## src/cvr_pkg.sv

```systemverilog
// Constants and types for the comparator reference control block.
// Assumes an APB slave context on a single clock, pclk.
package cvr_pkg;

    // ------------------------------------------------------------
    // Register map
    // ------------------------------------------------------------
    localparam logic [11:0] ref_ctrl_offset    = 12'h000;
    localparam logic [11:0] comp_mode_offset   = 12'h004;
    localparam logic [11:0] pin_dir_offset     = 12'h008;
    localparam logic [7:0]  ref_ctrl_reset     = 8'h00;
    localparam logic [2:0]  comp_mode_reset    = 3'h0;
    localparam logic        pin_dir_reset      = 1'b1;
    localparam logic [2:0]  comp_mode_internal = 3'h6;

    // ------------------------------------------------------------
    // Field positions
    // ------------------------------------------------------------
    localparam int power_bit  = 7;
    localparam int drive_bit  = 6;
    localparam int range_bit  = 5;
    localparam int source_bit = 4;

    // Control word to the analog ladder
    typedef struct packed {
        logic       ladder_power_on;
        logic       level_pin_drive;
        logic       ladder_range_select;
        logic       ladder_source_select;
        logic [3:0] ladder_level_code;
    } ladder_ctrl_t;

endpackage : cvr_pkg

```

## src/comparator_reference_control.sv

```systemverilog
// APB register slave and control outputs of the comparator reference.
// Assumes APB master on pclk; analog ladder and pin pad sit outside.
`timescale 1ns/1ns
module comparator_reference_control (
    input  wire logic                  pclk,
    input  wire logic                  presetn,
    input  wire logic                  psel,
    input  wire logic                  penable,
    input  wire logic                  pwrite,
    input  wire logic [11:0]           paddr,
    input  wire logic [31:0]           pwdata,
    output logic [31:0]                prdata,
    output logic                       pready,
    output logic                       pslverr,
    output cvr_pkg::ladder_ctrl_t      ladder_ctrl,
    output logic                       level_to_pin,
    output logic                       level_to_comparators
);

    // ------------------------------------------------------------
    // Registers
    // ------------------------------------------------------------
    logic [7:0] ctrl_q;
    logic [2:0] mode_q;
    logic       dir_q;
    logic       wr_en;
    logic       rd_en;
    logic       hit;

    // Write lands at the access edge, where the master sees pready high
    assign wr_en = psel && penable && pready && pwrite;
    assign rd_en = psel && !penable && !pwrite;
    assign hit   = (paddr == cvr_pkg::ref_ctrl_offset) ||
                   (paddr == cvr_pkg::comp_mode_offset) ||
                   (paddr == cvr_pkg::pin_dir_offset);

    // Control register; no sleep path touches it
    always_ff @(posedge pclk or negedge presetn) begin
        if (!presetn) begin
            ctrl_q <= cvr_pkg::ref_ctrl_reset;
        end else if (wr_en && paddr == cvr_pkg::ref_ctrl_offset) begin
            ctrl_q <= pwdata[7:0];
        end
    end

    // Comparator mode and pin direction copies
    always_ff @(posedge pclk or negedge presetn) begin
        if (!presetn) begin
            mode_q <= cvr_pkg::comp_mode_reset;
            dir_q  <= cvr_pkg::pin_dir_reset;
        end else if (wr_en && paddr == cvr_pkg::comp_mode_offset) begin
            mode_q <= pwdata[2:0];
        end else if (wr_en && paddr == cvr_pkg::pin_dir_offset) begin
            dir_q  <= pwdata[0];
        end
    end

    // ------------------------------------------------------------
    // APB answer, no wait state
    // ------------------------------------------------------------
    always_ff @(posedge pclk or negedge presetn) begin
        if (!presetn) begin
            pready  <= 1'b0;
            pslverr <= 1'b0;
            prdata  <= 32'h0000_0000;
        end else begin
            pready  <= psel && !penable;
            pslverr <= psel && !penable && !hit;
            if (rd_en && paddr == cvr_pkg::ref_ctrl_offset) begin
                prdata <= {24'h00_0000, ctrl_q};
            end else if (rd_en && paddr == cvr_pkg::comp_mode_offset) begin
                prdata <= {29'h0000_0000, mode_q};
            end else if (rd_en && paddr == cvr_pkg::pin_dir_offset) begin
                prdata <= {31'h0000_0000, dir_q};
            end else begin
                prdata <= 32'h0000_0000;
            end
        end
    end

    // ------------------------------------------------------------
    // Ladder control outputs
    // ------------------------------------------------------------
    // Registered fields, follow the stored word one edge later
    always_ff @(posedge pclk or negedge presetn) begin
        if (!presetn) begin
            ladder_ctrl          <= '0;
            level_to_pin         <= 1'b0;
            level_to_comparators <= 1'b0;
        end else begin
            ladder_ctrl.ladder_power_on      <= ctrl_q[cvr_pkg::power_bit];
            ladder_ctrl.level_pin_drive      <= ctrl_q[cvr_pkg::drive_bit];
            ladder_ctrl.ladder_range_select  <= ctrl_q[cvr_pkg::range_bit];
            ladder_ctrl.ladder_source_select <= ctrl_q[cvr_pkg::source_bit];
            ladder_ctrl.ladder_level_code    <= ctrl_q[3:0];
            level_to_pin <= ctrl_q[cvr_pkg::drive_bit] && dir_q;
            level_to_comparators <= (mode_q == cvr_pkg::comp_mode_internal);
        end
    end
endmodule : comparator_reference_control

```

## config.mk

```make
export PLATFORM = sky130hd
export DESIGN_NAME = comparator_reference_control
export DESIGN_NICKNAME = d
export VERILOG_FILES = /design/src/cvr_pkg.sv /design/src/comparator_reference_control.sv
export SDC_FILE = /design/constraint.sdc
export NUM_CORES = 1
export LEC_CHECK = 0
export ABC_AREA = 1
export CAP_MARGIN = 0
export CORE_AREA = 5 5 79 74
export CTS_CLUSTER_DIAMETER = 200
export CTS_CLUSTER_SIZE = 28
export DETAILED_ROUTE_END_ITERATION = 10
export DIE_AREA = 0 0 84 79
export DONT_BUFFER_PORTS = 1
export GPL_ROUTABILITY_DRIVEN = 0
export PLACE_DENSITY_LB_ADDON = 0.15
export SYNTH_ARGS = -nofsm -noshare
export SYNTH_HDL_FRONTEND = slang
export SYNTH_SLANG_ARGS = --single-unit
export TNS_END_PERCENT = 100
```

## constraint.sdc

```tcl
create_clock -name pclk -period 1.3 [get_ports pclk]
set_clock_uncertainty 0.2 [all_clocks]
set_input_delay 0.26 -clock pclk [delete_from_list [all_inputs] [get_ports pclk]]
set_output_delay 0.26 -clock pclk [all_outputs]
set_load 0.01 [all_outputs]
```

==> flow_summary.toml, run 1 <==
[place]
placed_area_mm2 = 0.00151
pre_cts_ws_ps = -32.5
io_buffers = 0
hpwl_um = 2190

[global_route]
grt_max_degree = 33
grt_pass1_vias = 963
antenna_found_initial = 0
grtUsageTotal_pct = 9.20
grt_pass1_wl_um = 4700
grt_overflow = 0

[synthesis]
synth.ff_latch_count = 32
synth-warning-count = 0
synth.distinct_cells = 18
syn_avg_cell_area_um2 = 9.52
syn_area_mm2 = 0.00146
synth_seq_area_share_pct = 55.1
synth_cells = 153

[power_and_ir_drop]
switching_power_w = 0.000408
comb_power_share_pct = 6.9
p_clk_share_pct = 41.1
peakVddDrop_v = 0.000301
p_int_w = 0.00152
swShare_pct = 21.2
leakagePower_nw = 0.916
p_per_area_mw_per_mm2 = 1060
power_frac_seq_pct = 52.0

[timing]
finalSetupViolations = 1
post-route-period-util_pct = 104
rsz0062_at_grt = "true"
worst_slack_ps = -56.8
period_minus_slack_ps = 1360
timing.fmax_ghz = 0.737
hold_viol_final = 0
drv_slew = 0

[floorplanning]
core_area_mm2 = 0.00500
chipWidth_um = 84
initial_utilization_pct = 29.1
rows = 25
pin_count = 93
dieArea_mm2 = 0.00664
die_height_um = 79

[critical_path]
cp_slowest_cell = "dfrtp_1"
worstSetupStartpointType = "flop"
critPathMaxFanout = 2
required_ps = 840
crit_top_cell = "buf_6"
worstPathArrival_ps = 900
cpPeakStageDelay_ps = 400
path_delay_family = "flip-flops"
end_kind = "primary output"
timing.critical_path.buf_inv = 2
worstPathCellList = "buf_6, buf_6"
worstSetupPathType = "reg2out"

[clock_tree]
cts_buffer_depth = 2
cts_tree = "built"
cts_root_buf = "clkbuf_8"
clk_pin_slew_ps = 60
cts_buffers = 5
clkSinkCount = 32
cts_max_level = 2
worstSkewPairLatency_ps = 270

[route]
drcViolationCount = 0
via_per_inst = 3.90
dr.pass1.iters = 4
wl_per_cell_um = 11.5
vias = 963
wl_um = 2850
postRouteAntennaNets = 0
drt_iter0_markers = 30

[run_status]
violations = "negative setup slack"
status = "complete, but fails checks"

[layout]
drive_gt1_share_pct = 25.6
diodes = 0
final_nets = 229
syn2layout_area_growth_pct = 24.8
fin_util_pct = 36.3
final_cell_area_mm2 = 0.00182

[worst_hold_path]
hold_path.class = "in2reg"

[flow_run]
maxCapViolCount = 0
==> cell type report <==
class                           count  area (µm²)
Timing Repair Buffer               21         209
Multi-Input combinational cell    102         554
Sequential cell                    32         802
Clock buffer                        7        96.3
Inverter                           18        72.6
Tap cell                           67        83.8
Fill cell                         528        3190
==> cells by family after synthesis <==
group	after synthesis	synth area share (%)
AND/OR/NAND/NOR	68	22.7
buffers and inverters	43	18.1
flip-flops	32	55.1
other	1	0.257
AO/OA/AOI/OAI	9	3.87
==> stage by stage <==
step	hold slack (ps)	instances	power, W	TNS [ps]
after detailed placement	-235	226	0.00109	-285
after global placement	-235	226	0.00109	-82.0
final	60.4	247	0.00193	-56.8
after CTS	66.9	245	0.00196	-90.5
after global routing	94.5	247	0.00203	-591
after floorplan	-236	176	0.00113	-255
==> power by group through the flow <==
stage | clock (W) | combinational, W | sequential (W)
finish | 0.000792 | 0.000133 | 0.00100
global route | 0.000879 | 0.000152 | 0.00100
CTS | 0.000824 | 0.000131 | 0.00100
detailed placement | 0 | 0.0000733 | 0.00102
global placement | 0 | 0.0000727 | 0.00102
floorplan | 0 | 0.000113 | 0.00102
==> registers in the layout, indices dropped and copies added, names as in the netlist <==
name,count
pslverr,1
prdata,8
pready,1
mode_q,3
level_to_comparators,1
ladder_ctrl,8
dir_q,1
level_to_pin,1
ctrl_q,8
==> path summary, 6_finish.rpt <==
kind / cells after the start / end / slack, ps / start
max reg2reg: 6 / ctrl_q[2]$_DFFE_PN0P_ / 20 / pready$_DFF_PN0_
min: 4 / dir_q$_DFFE_PN1P_ / 60 / paddr[3]
min in group asynchronous: 2 / prdata[4]$_DFF_PN0_ / 230 / presetn
max in group asynchronous: 2 / dir_q$_DFFE_PN1P_ / 430 / presetn
max: 2 / pready / -60 / pready$_DFF_PN0_
min reg2reg: 0 / ladder_ctrl[4]$_DFF_PN0_ / 200 / ctrl_q[4]$_DFFE_PN0P_
==> cells in the final DEF, fill, tap and decap left out <==
master         instances
buf_12                 1
nor2_1                12
conb_1                24
nor3_1                 2
nor2_2                 3
nand2_2               10
nand3_4                1
dfstp_2                1
nand2_4                3
inv_1                 17
o21ai_2                3
o21ai_0                4
o21ai_1                2
inv_6                  1
dlygate4sd3_1         11
and2_1                 1
nand3_2                1
buf_4                  6
nand2_8                1
clkbuf_8               7
buf_6                  3
nand3_1               12
nor2_4                 5
dfrtp_1               31
nand2_1               18
==> synth_stat cells <==
library cell	instances	area, µm²
and2_1	1	6.26
buf_4	24	180
buf_6	1	11.3
conb_1	1	3.75
dfrtp_1	31	776
dfstp_2	1	26.3
inv_1	17	63.8
inv_6	1	8.76
nand2_1	26	97.6
nand2_2	3	18.8
nand2_4	2	22.5
nand3_1	14	70.1
nor2_1	14	52.6
nor2_2	3	18.8
nor2_4	3	33.8
nor3_1	2	10.0
o21ai_0	6	30.0
o21ai_2	3	26.3
==> layer usage <==
metal	wire length, µm	global-route usage, %
met2	1310	14.1
met4	23	3.86
met1	1220	10.8
met5	0	0
met3	299	4.77
==> worst register-to-register path: stages (launching register included) <==
cell     delay, ps
dfrtp_1        370
nand3_2         90
nor2_4         170
buf_6          150
nand2_4         80
nand2_2         70
o21ai_2         40
==> repair_timing <==
item / 4_1_cts / 5_1_grt
cloned: 0 / 1
gates resized for setup: 3 / 14
pin swaps: 0 / 5
setup endpoints to repair: 4 / 11
buffers inserted: 0 / 1
hold buffers: 12 / 0
endpoints found under the hold margin: 44 / 0
Note: power is estimated with default switching activity, not from simulation.
==> inputs of run 2 (changes only) <==
--- a/config.mk
+++ b/config.mk
@@ -15,6 +15,7 @@
 export DONT_BUFFER_PORTS = 1
 export GPL_ROUTABILITY_DRIVEN = 0
 export PLACE_DENSITY_LB_ADDON = 0.15
+export SKIP_CTS_REPAIR_TIMING = 1
 export SYNTH_ARGS = -nofsm -noshare
 export SYNTH_HDL_FRONTEND = slang
 export SYNTH_SLANG_ARGS = --single-unit
==> flow_summary.toml, run 2 (synthesis gave the netlist of run 1 again) <==
[run_status]
status = "complete, but fails checks"
violations = "negative setup slack"

[global_route]
grt_max_degree = 33
grtUsageTotal_pct = 8.89
grt_pass1_vias = 909
grt_pass1_wl_um = 4470
antenna_found_initial = 0
grt_overflow = 0

[critical_path]
timing.critical_path.buf_inv = 2
worstPathArrival_ps = 890
required_ps = 840
worstSetupPathType = "reg2out"
cp_slowest_cell = "dfrtp_1"
cpPeakStageDelay_ps = 380
critPathMaxFanout = 2
end_kind = "primary output"
worstSetupStartpointType = "flop"
worstPathCellList = "buf_4, buf_6"
path_delay_family = "flip-flops"

[worst_hold_path]
hold_path.class = "in2reg"

[layout]
final_nets = 228
drive_gt1_share_pct = 20.7
layout_commonest_cell = "dfrtp_1"
diodes = 0
seq_area_um2 = 802
final_cell_mix = "dfrtp_1, nand2_1, conb_1"
fin_util_pct = 35.3
top_regs = "ctrl_q x8, ladder_ctrl x8, prdata x8"
num-fill-cells = 533
syn2layout_area_growth_pct = 21.1
multiInputGateArea_um2 = 508

[route]
dr.pass1.iters = 4
via_per_inst = 3.85
vias = 946
drt_iter0_markers = 38
postRouteAntennaNets = 0
drcViolationCount = 0
wl_um = 2830
wl_per_cell_um = 11.5

[clock_tree]
cts_buffer_depth = 2
worstSkewPairLatency_ps = 280
cts_max_level = 2
clkSinkCount = 32
clk_pin_slew_ps = 60
cts_tree = "built"
cts_buffers = 5
cts_root_buf = "clkbuf_8"

[power_and_ir_drop]
p_per_area_mw_per_mm2 = 1090
peakVddDrop_v = 0.000298
leakagePower_nw = 0.894

[floorplanning]
chipWidth_um = 84
rows = 25
core_area_mm2 = 0.00500
initial_utilization_pct = 29.1
die_height_um = 79
pin_count = 93
dieArea_mm2 = 0.00664

[timing]
holdWs_ps = 57.7
hold_viol_final = 0
finalSetupViolations = 1
post-route-period-util_pct = 104
worst_slack_ps = -51.1
timing.fmax_ghz = 0.740
rsz0062_at_grt = "true"
drv_slew = 0
period_minus_slack_ps = 1350

[place]
io_buffers = 0
hpwl_um = 2190

[flow_run]
maxCapViolCount = 0
run 2: path summary, 6_finish.rpt:
path | startpoint | endpoint | slack, ps | depth (start not counted)
worst max-delay path | pready$_DFF_PN0_ | pready | -50 | 2
worst min-delay path | paddr[3] | dir_q$_DFFE_PN1P_ | 60 | 4
worst max register to register | pready$_DFF_PN0_ | ctrl_q[0]$_DFFE_PN0P_ | 10 | 6
worst min register to register | ctrl_q[4]$_DFFE_PN0P_ | ladder_ctrl[4]$_DFF_PN0_ | 200 | 0
max in group asynchronous | presetn | dir_q$_DFFE_PN1P_ | 410 | 2
min in group asynchronous | presetn | ctrl_q[4]$_DFFE_PN0P_ | 250 | 2
run 2: layout make-up:
type                    count  area share (%)
flip-flops and latches     32            45.5
clock buffers               7            5.46
well taps                  67            4.75
inverters                  18            4.11
repair buffers             21            11.4
multi-input cells         101            28.8
run 2: per-layer routing:
metal	GRT usage (%)	routed length, µm	vias up
li1	-	-	469
met1	10.6	1190	421
met2	13.1	1280	49
met3	4.98	309	7
met4	3.86	49	0
met5	0	0	-
run 2: where the power goes:
group	internal, W	switching (W)
registers	0.00100	0.00000263
clock network	0.000470	0.000325
logic	0.0000479	0.0000831
total	0.00152	0.000411
run 2: stage by stage:
| step | instance area, µm² | instances | total power (W) | setup TNS [ps] | setup slack (ps) |
|---|---|---|---|---|---|
| CTS | 1610 | 233 | 0.00190 | -154 | -84.6 |
| floorplan | 1560 | 176 | 0.00113 | -255 | -33.5 |
| finish | 1760 | 246 | 0.00193 | -51.1 | -51.1 |
| global route | 1760 | 246 | 0.00203 | -817 | -95.3 |
| detailed placement | 1510 | 226 | 0.00109 | -285 | -32.5 |
| global placement | 1510 | 226 | 0.00109 | -82.0 | -27.0 |
run 2: worst register-to-register path, delay by kind of cell, from the launching register on:
family,cells,cell delay [ps]
flip-flops,1,340
buffers and inverters,1,150
AND/OR/NAND/NOR,4,450
AO/OA/AOI/OAI,1,50
==> inputs of run 3 (changes only) <==
--- a/config.mk
+++ b/config.mk
@@ -5,13 +5,12 @@
 export SDC_FILE = /design/constraint.sdc
 export NUM_CORES = 1
 export LEC_CHECK = 0
-export ABC_AREA = 1
 export CAP_MARGIN = 0
-export CORE_AREA = 5 5 79 74
+export CORE_AREA = 5 5 78 73
 export CTS_CLUSTER_DIAMETER = 200
 export CTS_CLUSTER_SIZE = 28
 export DETAILED_ROUTE_END_ITERATION = 10
-export DIE_AREA = 0 0 84 79
+export DIE_AREA = 0 0 83 78
 export DONT_BUFFER_PORTS = 1
 export GPL_ROUTABILITY_DRIVEN = 0
 export PLACE_DENSITY_LB_ADDON = 0.15
==> flow_summary.toml, run 3 <==
[run_status]
status = "complete, but fails checks"
violations = "negative setup slack"

[layout]
diodes = 0
top_regs = "ctrl_q x8, ladder_ctrl x8, prdata x8"
drive_gt1_share_pct = 27.3
num-fill-cells = 499
final_nets = 176
fin_util_pct = 35.8
layout_commonest_cell = "dfrtp_1"
final_cell_mix = "dfrtp_1, conb_1, dlygate4sd3_1"
syn2layout_area_growth_pct = 19.8

[synthesis]
synth_area_leader_cell = "dfrtp_1"
synth_ff_type = "dfrtp_1"
synth_common_cells = "dfrtp_1, buf_4, mux2_2"
synth_seq_area_share_pct = 56.6
syn_avg_cell_area_um2 = 13.6
synth_edf_count = 0
async_reset_ff_share_pct = 100
synth-warning-count = 0
synth.distinct_cells = 21
synth_area_leaders = "dfrtp_1, buf_4, mux2_2"
yosysMostFrequentCell = "dfrtp_1"
netlist.area_leader.share_pct = 54.8
synth_cells = 104
syn_area_mm2 = 0.00142
synth.ff_latch_count = 32

[clock_tree]
worstSkewPairLatency_ps = 270
clk_pin_slew_ps = 70
cts_buffers = 5
cts_max_level = 2
clkSinkCount = 32
cts_tree = "built"
cts_buffer_depth = 2
cts_root_buf = "clkbuf_8"

[timing]
post-route-period-util_pct = 115
finalSetupViolations = 13
period_minus_slack_ps = 1500
timing.fmax_ghz = 0.668
rsz0062_at_grt = "true"
hold_viol_final = 0
worst_slack_ps = -198
drv_slew = 0

[critical_path]
path_delay_family = "simple AND/OR/NAND/NOR gates"
required_ps = 1260
cpPeakStageDelay_ps = 360
cp_slowest_cell = "dfrtp_1"
worstReg2RegStart = "pready$_DFF_PN0_"
worstPathCellList = "and4_4, and4_4, mux2_4"
crit_top_cell = "and4_4"
timing.critical_path.buf_inv = 0
critPathMaxFanout = 3
worstPathArrival_ps = 1460
worstSetupStartpointType = "flop"
startpoint = "pready$_DFF_PN0_"
end_kind = "flop"
worstSetupPathType = "reg2reg"

[route]
wl_per_cell_um = 14.6
via_per_inst = 4.01
drcViolationCount = 0
wl_um = 2820
drt_iter0_markers = 40
dr.pass1.iters = 2
vias = 774
postRouteAntennaNets = 0

[global_route]
antenna_found_initial = 0
grt_overflow = 0
grt_max_degree = 33
grt_pass1_wl_um = 4360
grt_pass1_vias = 807
grtUsageTotal_pct = 8.65

[floorplanning]
die_height_um = 78
core_area_mm2 = 0.00474
dieArea_mm2 = 0.00647
initial_utilization_pct = 29.9
pin_count = 93
rows = 24
chipWidth_um = 83

[power_and_ir_drop]
leakagePower_nw = 0.822
p_per_area_mw_per_mm2 = 1120
peakVddDrop_v = 0.000377

[worst_hold_path]
min_from = "paddr[2]"
hold_path.class = "in2reg"

[flow_run]
maxCapViolCount = 0

[place]
hpwl_um = 2060
pre_cts_ws_ps = -329
io_buffers = 0
-- run 3: cell count changes after synthesis, sizes merged, moves of 2 or more --
cell   previous run  this run
o21ai             9         0
and2              1         7
nand4             0         4
nand3            14         0
nand2            31         2
mux2i             0         3
and4              0         3
mux2              0        12
inv              18         0
nor4b             0         2
nor4              0         3
nor2             20         3
-- run 3: final timing paths --
path                                            end  slack [ps]  cells after the start
max                           mode_q[0]$_DFFE_PN0P_        -200                      3
min                             prdata[2]$_DFF_PN0_           8                      2
max reg2reg                   mode_q[0]$_DFFE_PN0P_        -200                      3
min reg2reg                ladder_ctrl[4]$_DFF_PN0_         190                      0
max in group asynchronous         dir_q$_DFFE_PN1P_         410                      2
min in group asynchronous       prdata[2]$_DFF_PN0_         240                      2
-- run 3: per-stage QoR --
| step | TNS (ps) | cells | area, µm² | total power, W | hold slack (ps) |
|---|---|---|---|---|---|
| after CTS | -2990 | 178 | 1530 | 0.00186 | -539 |
| final | -1920 | 193 | 1700 | 0.00190 | 7.88 |
| after floorplan | -2790 | 127 | 1530 | 0.00114 | -236 |
| after global placement | -4910 | 170 | 1440 | 0.00108 | -235 |
| after global routing | -2800 | 193 | 1700 | 0.00200 | 19.2 |
| after detailed placement | -5440 | 170 | 1440 | 0.00108 | -235 |
-- run 3: where the power goes --
group          internal, W  switching, W  total, W
clock network     0.000422      0.000349  0.000771
logic            0.0000542     0.0000724  0.000127
registers         0.000999    0.00000296   0.00100
total              0.00148      0.000424   0.00190
-- run 3: cells by family (layout without fill, tap and decap cells) --
| group | after synthesis | count (layout) | share of synthesized area [%] |
|---|---|---|---|
| and+or+nand+nor | 29 | 29 | 17.1 |
| buffers and inverters | 26 | 27 | 13.9 |
| other | 1 | 24 | 0.265 |
| DFF | 32 | 32 | 56.6 |
| muxes | 15 | 15 | 11.7 |
| AOI/OAI and AO/OA | 1 | 1 | 0.530 |
-- run 3: final cells by class --
type	count	area (µm²)	area share [%]
Tap cell	65	81.3	4.79
Clock buffer	6	82.6	4.87
Multi-Input combinational cell	69	529	31.2
Timing Repair Buffer	19	191	11.3
Sequential cell	32	802	47.3
Clock inverter	2	10.0	0.590
-- run 3: metal layers --
layer | vias to the layer above | wire length, µm | global-route usage, %
met1 | 380 | 1180 | 9.70
met4 | 0 | 39 | 3.43
li1 | 354 | - | -
met2 | 35 | 1380 | 13.5
met3 | 5 | 216 | 5.19
met5 | - | 0 | 0
